### config.mk
export PLATFORM = sky130hd
export DESIGN_NAME = low_power_mode_control
export DESIGN_NICKNAME = d
export VERILOG_FILES = /design/src/low_power_mode_control.v
export VERILOG_INCLUDE_DIRS = /design/src
export SDC_FILE = /design/constraint.sdc
export NUM_CORES = 1
export LEC_CHECK = 0
export BUFFER_PORTS_ARGS = -buffer_cell sky130_fd_sc_hd__buf_2
export CAP_MARGIN = 20
export CORE_UTILIZATION = 58
export CTS_CLUSTER_SIZE = 10
export DETAILED_ROUTE_END_ITERATION = 6
export PLACE_DENSITY = 0.94
export SYNTH_ARGS = -nofsm -noshare
export SYNTH_HDL_FRONTEND = slang
export SYNTH_SLANG_ARGS = --single-unit
### constraint.sdc
create_clock -name i_core_clk -period 6.1 [get_ports i_core_clk]
set_clock_uncertainty 0.1 [all_clocks]
set_input_delay 0.305 -clock i_core_clk [delete_from_list [all_inputs] [get_ports i_core_clk]]
set_output_delay 0.305 -clock i_core_clk [all_outputs]
set_load 0.1 [all_outputs]
### src/lpm_ctrl_defs.vh
// constants for the low-power mode controller
// Summary of operation
// - one active mode plus software-selectable low-power modes, chosen at run time
// - interrupts wake cpu-off and standby modes; return re-enters same mode
// - counter-only and full shutdown modes remove the core supply
// - oscillator wake from low-power to active within about 10 us
// - in off mode low-freq clocks run only while a peripheral requests them
// - off-mode clock stop applies to internal clocks only, not external ones
`ifndef LPM_CTRL_DEFS_VH
`define LPM_CTRL_DEFS_VH
// =========================================
// mode select codes
`define MODE_ACTIVE 3'h0
`define MODE_CPU_OFF 3'h1
`define MODE_STANDBY 3'h3
`define MODE_OFF 3'h4
`define MODE_COUNTER_ONLY 3'h5
`define MODE_FULL_SHUTDOWN 3'h6
// =========================================
// timing
`define CLK_PERIOD_NS 50
`define WAKE_TIME_NS 10000
`define WAKE_CYCLES (`WAKE_TIME_NS / `CLK_PERIOD_NS)
`define WAKE_CNT_W 8
// counter load value, WAKE_CYCLES - 1, sized to the counter width
`define WAKE_LOAD 8'hc7
`endif

### src/low_power_mode_control.v
// operating-mode controller: mode entry, wake, re-entry and clock/supply gating
`timescale 1ns/1ns
`include "lpm_ctrl_defs.vh"
module low_power_mode_control (
    // clock and reset
    input wire i_core_clk,
    input wire i_rst,
    // software mode request from the processor
    input wire i_mode_req,
    input wire [2:0] i_mode_sel,
    input wire i_irq_return,
    // wake sources
    input wire i_irq_event,
    input wire i_io_wake,
    input wire i_counter_wake,
    // low-frequency clock requests and external clock flags
    input wire i_lf_periph_req,
    input wire i_crystal_lowfreq_external,
    // status
    output reg [2:0] o_mode,
    output reg o_servicing,
    // gating
    output reg o_main_clk_en,
    output reg o_subsystem_clock_en,
    output reg o_digital_controlled_osc_en,
    output reg o_frequency_locked_loop_en,
    output reg o_crystal_lowfreq_clock_en,
    output reg o_very_low_freq_clock_en,
    output reg o_core_supply_en,
    output reg o_io_hold
);
    // =========================================
    // states
    localparam [3:0] ST_ACTIVE = 4'h1;
    localparam [3:0] ST_LOW = 4'h2;
    localparam [3:0] ST_WAKE = 4'h4;
    localparam [3:0] ST_SERVICE = 4'h8;

    reg [3:0] state_reg;
    reg [3:0] state_next;
    reg [2:0] mode_reg;
    reg [2:0] mode_next;
    reg [2:0] saved_reg;
    reg [2:0] saved_next;
    reg [`WAKE_CNT_W-1:0] cnt_reg;
    reg [`WAKE_CNT_W-1:0] cnt_next;

    // shutdown modes lose the core; only a reset brings them back in silicon
    function is_shutdown(input [2:0] m);
        is_shutdown = (m == `MODE_COUNTER_ONLY) || (m == `MODE_FULL_SHUTDOWN);
    endfunction

    // =========================================
    // wake sources allowed per mode
    reg wake_hit;
    always @* begin
        wake_hit = i_io_wake;
        case (mode_reg)
            `MODE_CPU_OFF: begin
                wake_hit = i_irq_event | i_io_wake | i_counter_wake;
            end
            `MODE_STANDBY: begin
                wake_hit = i_irq_event | i_io_wake | i_counter_wake;
            end
            `MODE_COUNTER_ONLY: begin
                wake_hit = i_io_wake | i_counter_wake;
            end
            default: begin
                // off, full shutdown and unlisted codes: pins only
                wake_hit = i_io_wake;
            end
        endcase
    end

    // =========================================
    // next state
    always @* begin
        state_next = state_reg;
        mode_next = mode_reg;
        saved_next = saved_reg;
        cnt_next = cnt_reg;
        case (state_reg)
            ST_ACTIVE: begin
                if (i_mode_req && i_mode_sel != `MODE_ACTIVE) begin
                    mode_next = i_mode_sel;
                    saved_next = i_mode_sel;
                    state_next = ST_LOW;
                end
            end
            ST_LOW: begin
                if (wake_hit) begin
                    // cpu-off loads a zero count and goes active one cycle later; others wait for the oscillator
                    cnt_next = (mode_reg == `MODE_CPU_OFF) ? {`WAKE_CNT_W{1'b0}} :
                               `WAKE_LOAD;
                    state_next = ST_WAKE;
                end
            end
            ST_WAKE: begin
                if (cnt_reg == {`WAKE_CNT_W{1'b0}}) begin
                    mode_next = `MODE_ACTIVE;
                    // shutdown exits behave as a fresh start, no re-entry
                    state_next = is_shutdown(saved_reg) ? ST_ACTIVE : ST_SERVICE;
                end else begin
                    cnt_next = cnt_reg - 1'b1;
                end
            end
            ST_SERVICE: begin
                if (i_irq_return) begin
                    mode_next = saved_reg;
                    state_next = ST_LOW;
                end else if (i_mode_req) begin
                    saved_next = i_mode_sel;
                    if (i_mode_sel == `MODE_ACTIVE)
                        state_next = ST_ACTIVE;
                end
            end
            default: begin
                state_next = ST_ACTIVE;
                mode_next = `MODE_ACTIVE;
            end
        endcase
    end

    always @(posedge i_core_clk or posedge i_rst) begin
        if (i_rst) begin
            state_reg <= ST_ACTIVE;
            mode_reg <= `MODE_ACTIVE;
            saved_reg <= `MODE_ACTIVE;
            cnt_reg <= {`WAKE_CNT_W{1'b0}};
        end else begin
            state_reg <= state_next;
            mode_reg <= mode_next;
            saved_reg <= saved_next;
            cnt_reg <= cnt_next;
        end
    end

    // =========================================
    // per-mode gating table, taken from the mode about to be entered
    reg main_clk_next;
    reg subsystem_clock_next;
    reg osc_next;
    reg fll_next;
    reg crystal_next;
    reg vlo_next;
    reg supply_next;
    reg io_hold_next;
    always @* begin
        main_clk_next = 1'b0;
        subsystem_clock_next = 1'b0;
        osc_next = 1'b0;
        fll_next = 1'b0;
        crystal_next = 1'b0;
        vlo_next = 1'b0;
        supply_next = 1'b1;
        io_hold_next = 1'b1;
        case (mode_next)
            `MODE_ACTIVE: begin
                main_clk_next = 1'b1;
                subsystem_clock_next = 1'b1;
                osc_next = 1'b1;
                fll_next = 1'b1;
                crystal_next = 1'b1;
                vlo_next = 1'b1;
                io_hold_next = 1'b0;
            end
            `MODE_CPU_OFF: begin
                subsystem_clock_next = 1'b1;
                osc_next = 1'b1;
                fll_next = 1'b1;
                crystal_next = 1'b1;
                vlo_next = 1'b1;
                io_hold_next = 1'b0;
            end
            `MODE_OFF: begin
                // an external crystal source is not stopped by the gate
                crystal_next = i_lf_periph_req | i_crystal_lowfreq_external;
                vlo_next = i_lf_periph_req;
            end
            `MODE_COUNTER_ONLY: begin
                crystal_next = 1'b1;
                vlo_next = 1'b1;
                supply_next = 1'b0;
            end
            `MODE_FULL_SHUTDOWN: begin
                supply_next = 1'b0;
            end
            default: begin
                // standby and unlisted codes keep the low-freq pair
                crystal_next = 1'b1;
                vlo_next = 1'b1;
            end
        endcase
        // oscillator restarts during the wake delay
        if (state_next == ST_WAKE)
            osc_next = 1'b1;
    end

    // =========================================
    // registered gating outputs
    always @(posedge i_core_clk or posedge i_rst) begin
        if (i_rst) begin
            o_mode <= `MODE_ACTIVE;
            o_servicing <= 1'b0;
            o_main_clk_en <= 1'b1;
            o_subsystem_clock_en <= 1'b1;
            o_digital_controlled_osc_en <= 1'b1;
            o_frequency_locked_loop_en <= 1'b1;
            o_crystal_lowfreq_clock_en <= 1'b1;
            o_very_low_freq_clock_en <= 1'b1;
            o_core_supply_en <= 1'b1;
            o_io_hold <= 1'b0;
        end else begin
            o_mode <= mode_next;
            o_servicing <= (state_next == ST_SERVICE);
            o_main_clk_en <= main_clk_next;
            o_subsystem_clock_en <= subsystem_clock_next;
            o_digital_controlled_osc_en <= osc_next;
            o_frequency_locked_loop_en <= fll_next;
            o_crystal_lowfreq_clock_en <= crystal_next;
            o_very_low_freq_clock_en <= vlo_next;
            o_core_supply_en <= supply_next;
            o_io_hold <= io_hold_next;
        end
    end
endmodule // low_power_mode_control

; ---- After elaboration in Yosys (flattened, before gate mapping)
; Index checks and enable logic that the tools add are counted.
[totals]
register_bits = 26
out_inout_bits = 12
wordCells = 78
[classes]
n_addsub = 1
n_eq_ne = 20
muxes = 28
bitwise_logic = 4
n_reduce_logical = 13
[ops]
columns = cell, count
row1 = $mux W4, 7
row2 = $mux W8, 3
row3 = $eq A3 B3 Y1 const B, 6
row4 = $mux W3, 6
row5 = $pmux W4 S4, 1
row6 = $pmux W8 S2, 1
row7 = $pmux W3 S4, 1
row8 = $ne A2 B2 Y1 const B, 5
row9 = $eq A4 B3 Y1 const B, 2
row10 = $eq A4 B4 Y1 const B, 2
row11 = $logic_not A8 Y1, 1
row12 = $sub A8 B1 Y8 const B, 1
row13 = $eq A3 B1 Y1 const B, 2
row14 = $logic_not A3 Y1, 2
row15 = $pmux W1 S2, 3
row16 = $pmux W3 S2, 1
row17 = $reduce_or A2 Y1, 3
row18 = $mux W1, 5
row19 = $eq A4 B1 Y1 const B, 1
row20 = $eq A4 B2 Y1 const B, 1
row21 = $or A1 B1 Y1, 4
row22 = $reduce_and A4 Y1, 1
row23 = $reduce_bool A2 Y1, 2
row24 = $eq A3 B2 Y1 const B, 1
row25 = 4 further kinds, 4

; ---- Depth between registers and ports, before layout
; Gate-level depths: netlist of the first run.
[logic_depth]
ltp_word = 8
mapped_depth = 8

; ---- Worst setup path after synthesis of the first run
; OpenSTA, ideal clock, no wires.
[synth_timing]
kind = register -> register
startpoint = register, netlist name o_mode[2]
endpoint = register cnt_reg[1]
setup_ps = 125
t_arrival_ps = 2109
required_ps = 5875
path_slack_ps = 3767
stages_incl_launch_ff = 7
path_buffers = 1
synth_period_minus_slack_ps = 2333
cell_sequence = dfrtp_1 -> a21boi_0 -> o21ai_0 -> a21o_1 -> and2_1 -> buf_2 -> mux2_2
[synth_lines]
columns = element, line
row1 = end signal: assignment, low_power_mode_control.v:129  ; cnt_reg <= {`WAKE_CNT_W{1'b0}};
row2 = end signal: assignment, low_power_mode_control.v:134  ; cnt_reg <= cnt_next;
row3 = end: declaration, low_power_mode_control.v:45  ; reg [`WAKE_CNT_W-1:0] cnt_reg;

; ---- Worst setup path in the final report of the first run
[layout_timing]
startpoint = register cnt_reg[2]
endpoint = register cnt_reg[1]
[layout_via]
elab_chain_cells = 3
[layout_lines]
columns = element, line
row1 = $logic_not A8 Y1, low_power_mode_control.v:99  ; if (cnt_reg == {`WAKE_CNT_W{1'b0}}) begin
row2 = $ne A2 B2 Y1 (no source line), --
row3 = $reduce_and A3 Y1 (no source line), --
; Every way passes these cells.
; A chain may end at the register's enable or synchronous reset.

==> impl_results.md, run 1 <==
* Outcome: complete, no violations
* Post-synthesis instance area at 0.00144 mm^2
* Commonest non-fill, non-tap cell in the layout: buf_2
* Inserted Diodes at 0
* DP Wirelength at 2300 um
* Part of the power in combinational logic at 54.1%
* Initial antenna violation count at 0
* DIE AREA at 0.00268 mm^2
* Yosys cell types at 46
* Clock sinks at 26
* Worst setup path category: reg -> reg
* Met2 global-route usage at 45.0%
* Critical path's top delay family: simple AND/OR/NAND/NOR gates
* DR iter-0 viols at 78
* Setup_tns at 0 ns
* Die Wd at 51.7 um
* Global-route wire length before repair at 5100 um
* Ys flop type: dfrtp_1
* Die span in y at 51.7 um
* Top Ports at 24
* Final setup vio count at 0
* Worst Setup SP: cnt_reg[2]$_DFFE_PP0P_
* Part of the power in registers at 35.7%
* Residual DRC at 0
* Critical Path Sink: cnt_reg[1]$_DFFE_PP0P_
* Total gr overflow at 0
* Worst skew pair latency at 0.32 ns
* Met1 Usage GRT at 31.5%
* Hold-fix buffers, CTS at 0
* Final Wtd Congestion at 0.951
* Vias in the first global route at 1178
* Net Sw Power at 0.464 mW
* Clock share of power at 10.2%
* Starting Density at 63.1%
* Routed WL at 3190 um
* Antenna Nets Post-Route at 0
* Crit path depth at 4
* Fin nets at 191
* Startpoint Class: flop
* TritonRoute pass-1 iters at 4
* Relative slew slack at 36.2%
* Power per cell area at 549 mW/mm^2
* Measured slew at the worst slew-check pin at 0.956 ns
* Internal power at 0.405 mW
* Clock Path Buffers at 2
* Largest net degree at the start of global routing at 27
* Vias/cell at 6.29
* Achievable Freq at 411 MHz
* Num rows at 17
* Flop-to-flop setup slack at 3.67 ns
* Cts repair resizes at 0
* Synthesized flop and latch total at 26
* Max Cap Viol at 0
* GR met3 Demand/Resource at 4.09%
* R2R depth at 4
* EDFF count, synth at 0
* P&R area growth vs syn at 10.3%
* Most frequent cells in the layout: buf_2 (23), dfrtp_1 (19), inv_1 (16)
* Crit. End Element: flop
* Net Count, Synth at 168
* RSZ-0062 raised after global routing: no
* Critical Path RT at 6.23 ns
* Crit-path max FO at 13
* Final hold vios at 0
* Worst path cell trace: nor4_1, a21o_1, and2_1, mux2_2
* Ys async rst share at 100%
* Peak VDD IR at 472 uV
* RR Endpoint: cnt_reg[1]$_DFFE_PP0P_
* Sw Ratio at 53.4%
* Worst min-delay path category: in -> async
* RR Startpoint: cnt_reg[2]$_DFFE_PP0P_
* Reg clk slew, reported paths at 0.14 ns
* Wire per inst at 15.6 um
* Max stage delay on crit path at 0.63 ns
* Max reg flops at 8
* Slowest cell on crit path: nor4_1
* Synth Instances at 154
* Final max-slew violation count at 0
* Root Buffer: clkbuf_4
* CP Data Arrival Time at 2.56 ns
* Leak at 0.750 nW
* Vias at 1283
* Core area at 0.00228 mm^2
* Sequential fraction of the synthesis area at 45.9%
* CTS Buf Count at 3
* Buf+Inv Stages, Crit Path at 0
* Syn avg cell area at 9.32 um^2
* Port buffer count at 23
* Fin crit share at 39.9%
* Synth Warn # at 0
* H-Tree Level Count at 1
* Total GRT Usage at 26.5%
* Worst Hold Slack at 0.0763 ns
* Layout cells sized above 1 at 23.9%
* CTS tree: yes
* Setup bufs post-CTS at 0
* Min Tclk post-route at 2.43 ns
* GRT busiest layer: met2
-- through the flow --
stage / utilization (%) / setup WS [ns] / cells / total power, mW / cell area [um^2]
5_1_grt: 69.5 / 3.54 / 204 / 0.911 / 1580
3_3_place_gp: 67.7 / 3.83 / 199 / 0.756 / 1540
6_report: 69.5 / 3.67 / 204 / 0.869 / 1580
3_5_place_dp: 67.7 / 3.72 / 199 / 0.775 / 1540
4_1_cts: 69.3 / 3.71 / 203 / 0.863 / 1580
2_1_floorplan: - / 3.77 / 154 / 0.701 / 1440
-- per-layer routing --
layer | part of all wire [%] | wire length (um)
met4 | 2.4 | 77
met2 | 53 | 1680
met1 | 40 | 1270
met3 | 5.0 | 160
met5 | 0 | 0
-- cell usage after synthesis (2+ instances only) --
master | n | area share, %
nor4b_1 | 2 | 1.2
a31oi_1 | 3 | 1.3
mux2_2 | 4 | 3.1
o21ai_0 | 11 | 3.8
nor3b_1 | 2 | 1.0
o22ai_1 | 2 | 0.87
nand2b_1 | 2 | 0.87
a211oi_1 | 2 | 1.0
ha_1 | 2 | 1.7
nor2_1 | 14 | 3.7
nor2b_1 | 2 | 0.87
inv_1 | 16 | 4.2
a22oi_1 | 3 | 1.6
o211ai_1 | 5 | 2.6
buf_2 | 2 | 0.70
dfstp_2 | 7 | 13
dfrtp_1 | 19 | 33
and2_1 | 4 | 1.7
xor2_1 | 2 | 1.2
buf_6 | 2 | 1.6
a21o_1 | 3 | 1.6
a21oi_1 | 9 | 3.1
and3_1 | 2 | 0.87
nand2_1 | 12 | 3.1
-- power by group through the flow --
| stage | clock (mW) | combinational, mW | sequential, mW |
|---|---|---|---|
| floorplan | 0 | 0.226 | 0.475 |
| global placement | 0 | 0.450 | 0.306 |
| detailed placement | 0 | 0.463 | 0.312 |
| CTS | 0.0879 | 0.466 | 0.309 |
| global route | 0.0956 | 0.499 | 0.317 |
| finish | 0.0883 | 0.470 | 0.310 |
-- logic make-up after synthesis --
family | Yosys count | share of synthesized area, %
XOR/XNOR | 2 | 1.22
flip-flops | 26 | 45.9
adder cells (fa/ha/maj) | 2 | 1.74
multiplexers | 4 | 3.14
buffers and inverters | 22 | 7.24
AO/OA/AOI/OAI | 50 | 22.8
AND/OR/NAND/NOR | 48 | 17.9
-- area by class of cell --
| class | count | area [um^2] |
|---|---|---|
| Fill cell | 162 | 693 |
| Sequential cell | 26 | 659 |
| Multi-Input combinational cell | 106 | 672 |
| Inverter | 16 | 60.1 |
| Clock buffer | 4 | 36.3 |
| Tap cell | 28 | 35.0 |
| Timing Repair Buffer | 24 | 120 |
-- worst min path at each step --
stage                                       from                        to  slack, ns  cells after the start
after detailed placement  cnt_reg[7]$_DFFE_PP0P_    cnt_reg[7]$_DFFE_PP0P_       0.41                      1
after floorplan                            i_rst    cnt_reg[0]$_DFFE_PP0P_       0.24                      1
final                                      i_rst       o_mode[0]$_DFF_PP0_       0.08                      2
after global routing               i_mode_sel[0]  saved_reg[0]$_DFFE_PP0P_       0.14                      2
after global placement    cnt_reg[2]$_DFFE_PP0P_    cnt_reg[3]$_DFFE_PP0P_       0.40                      1
after CTS                                  i_rst  saved_reg[2]$_DFFE_PP0P_       0.12                      2
Note: power is estimated with default switching activity, not from simulation.
==> run 2, diff against run 1 <==
Settings changed: ABC_AREA set to 1, CORE_UTILIZATION 58 to 56, PLACE_DENSITY 0.94 to 0.91.
Clock period 6.1 ns to 2.5 ns, I/O delays scaled along.
==> impl_results.md, run 2 <==
* Startpoint Class: flop
* H-Tree Level Count at 1 (unchanged)
* Crit-path max FO at 4 (-9)
* Residual DRC at 0 (unchanged)
* DIE AREA at 0.00298 mm^2 (+11%)
* Post-synth top cells: nand2_1 (75), inv_1 (22), dfrtp_1 (19), nor2_1 (16), o21ai_0 (11)
* Initial antenna violation count at 0 (unchanged)
* Vias in the first global route at 1203 (+2.1%)
* Synth Instances at 208 (+35%)
* Max Cap Viol at 0 (unchanged)
* Net Count, Synth at 222 (+32%)
* TritonRoute pass-1 iters at 4 (unchanged)
* Routed WL at 2990 um (-6.2%)
* Fin crit share at 64.3% (+24 points)
* Area leader, netlist: dfrtp_1
* Storage cell area at 659 um^2 (unchanged)
* Synth Warn # at 0 (unchanged)
* Crit. End Element: flop
* Setup_tns at 0 ns (unchanged)
* Flop-to-flop setup slack at 0.89 ns (-2.77 ns)
* Measured slew at the worst slew-check pin at 0.939 ns (-0.0171 ns)
* Synthesized flop and latch total at 26 (unchanged)
* Leak at 0.945 nW (+26%)
* Largest net degree at the start of global routing at 27 (unchanged)
* Die Wd at 54.6 um (+5.6%)
* Total GRT Usage at 23.5% (-2.9 points)
* Core area at 0.00254 mm^2 (+12%)
* Yosys cell types at 31 (-33%)
* Final hold vios at 0 (unchanged)
* DR iter-0 viols at 47 (-40%)
* Num rows at 18 (+1)
* Worst skew pair latency at 0.32 ns (about the same)
* Fin nets at 255 (+34%)
* Reg clk slew, reported paths at 0.14 ns (about the same)
* Root Buffer: clkbuf_4
* Achievable Freq at 622 MHz (+51%)
* Power per cell area at 1370 mW/mm^2 (+150%)
* Clock sinks at 26 (unchanged)
* Vias at 1383 (+7.8%)
* Synth area leaders: dfrtp_1 (31%), nand2_1 (18%), dfstp_2 (12%)
* Post-synthesis instance area at 0.00155 mm^2 (+8.0%)
* Antenna Nets Post-Route at 0 (unchanged)
* Cell area after layout at 0.00181 mm^2 (+14%)
* Total gr overflow at 0 (unchanged)
* Top Ports at 24 (unchanged)
* Outcome: complete, no violations
* CTS Buf Count at 3 (unchanged)
* Inserted Diodes at 0 (unchanged)
* Worst min-delay path category: in -> reg
* Cell Area, Placed at 0.00170 mm^2 (+10%)
* Ys async rst share at 100% (unchanged)
* Max reg flops at 8 (unchanged)
* Vias/cell at 5.12 (-19%)
* EDFF count, synth at 0 (unchanged)
* DP Cell Count at 260 (+31%)
* Ys flop type: dfrtp_1
* Most frequent cells in the layout: nand2_1 (75), buf_2 (23), inv_1 (22)
* Final Wtd Congestion at 0.823 (-13%)
* Critical Path RT at 2.68 ns (-3.55 ns)
* Worst Hold Slack at 0.0369 ns (-0.0395 ns)
* Min Tclk post-route at 1.61 ns (-0.826 ns)
* CTS tree: yes
* Peak VDD IR at 1160 uV (+150%)
* Most common cell in the netlist: nand2_1
* Starting Density at 60.9% (-2.1 points)
* Commonest non-fill, non-tap cell in the layout: nand2_1
* Worst setup path category: reg -> reg
* Top cell type's share of synthesized area at 30.7% (-2.5 points)
* Relative slew slack at 37.4% (+1.1 points)
* Layout cells sized above 1 at 25.4% (+1.6 points)
* RSZ-0062 raised after global routing: no
* Clock Path Buffers at 2 (unchanged)
* Cts repair resizes at 0 (unchanged)
* Global-route wire length before repair at 5090 um (-0.14%)
* Syn avg cell area at 7.45 um^2 (-20%)
* Port buffer count at 23 (unchanged)
* Wire per inst at 11.1 um (-29%)
* DP Wirelength at 2260 um (-1.7%)
* CP Data Arrival Time at 1.79 ns (-0.77 ns)
* Sequential fraction of the synthesis area at 42.5% (-3.4 points)
* P&R area growth vs syn at 16.6%
* Area of the multi-input gates at 773 um^2 (+15%)
* Filler cells at 192 (+19%)
* Non-Filler Instances at 270 (+32%)
* Final max-slew violation count at 0 (unchanged)
* Final setup vio count at 0 (unchanged)
* Die span in y at 54.6 um (+5.6%)
==> run 2: cell count changes in the layout (fill, tap and decap cells not counted), moves of 4 or more <==
cell           previous run  this run
nor2_2                    0         5
and2_1                    4         0
dlygate4sd3_1             0         6
inv_1                    16        22
nand3_1                   1        10
mux2_2                    4         0
nand2_1                  12        75
inv_2                     0         5
nand2_2                   0         4
a21oi_1                   9         3
==> run 2: cell type report <==
type                    instances  area share (%)
repair buffers                 29            9.69
clock inverters                 1            1.66
clock buffers                   3            1.25
multi-input cells             153            42.8
well taps                      30            2.08
flip-flops and latches         26            36.5
inverters                      28            6.09
==> run 2: worst max-delay path, stage by stage, from the launching register on <==
cell and delay (ns):
dfrtp_1 0.43, inv_1 0.11, ha_1 0.23, nand4_2 0.18, nand3_1 0.11, nand2_1 0.07, nor2_2 0.16, nand2_1 0.11
nand2_1 0.08
==> run 2: kinds of logic (layout without fill, tap and decap cells) <==
logic type / Yosys count / after routing / share of synthesized area (%)
and+or+nand+nor: 124 / 124 / 37.1
buffers and inverters: 29 / 61 / 7.59
DFF: 26 / 26 / 42.5
xor gates and xnor gates: 2 / 2 / 1.13
adders and majority gates: 2 / 2 / 1.61
AOI/OAI and AO/OA: 25 / 25 / 10.0
==> run 2: power by group <==
part	total [mW]	internal [mW]	leakage [nW]	switching, mW
combinational	1.44	0.333	0.600	1.11
clock	0.285	0.162	0.0279	0.123
sequential	0.752	0.615	0.317	0.137
==> run 2: final timing paths <==
kind | start | end | cells past startpoint
setup / recovery | cnt_reg[0]$_DFFE_PP0P_ | o_digital_controlled_osc_en$_DFF_PP1_ | 8
hold / removal | i_irq_return | state_reg[1]$_DFF_PP0_ | 3
setup reg to reg | cnt_reg[0]$_DFFE_PP0P_ | o_digital_controlled_osc_en$_DFF_PP1_ | 8
hold reg to reg | cnt_reg[1]$_DFFE_PP0P_ | cnt_reg[1]$_DFFE_PP0P_ | 2
max in group asynchronous | i_rst | saved_reg[2]$_DFFE_PP0P_ | 3
min in group asynchronous | i_rst | cnt_reg[1]$_DFFE_PP0P_ | 3
==> run 2: per-layer routing <==
layer / wire length (um) / part of all wire [%] / GRT usage [%] / up-vias
li1: - / - / - / 714
met1: 1400 / 47 / 32.3 / 636
met2: 1440 / 48 / 38.4 / 31
met3: 126 / 4.2 / 5.28 / 2
met4: 17 / 0.57 / 3.42 / 0
met5: 0 / 0 / 0 / -
==> run 2: stage by stage <==
step                setup WS [ns]  total power [mW]  utilization (%)
finish                      0.892              2.48             71.0
global placement            0.960              2.17             66.6
floorplan                   0.536              1.96                -
CTS                         0.884              2.49             71.0
detailed placement          0.917              2.19             66.6
global route                0.711              2.66             71.0
==> run 2: timing repair <==
item                      in CTS  in global routing
hold endpoints to repair      24                  0
hold buffers                   6                  0
buffers inserted               0                  0
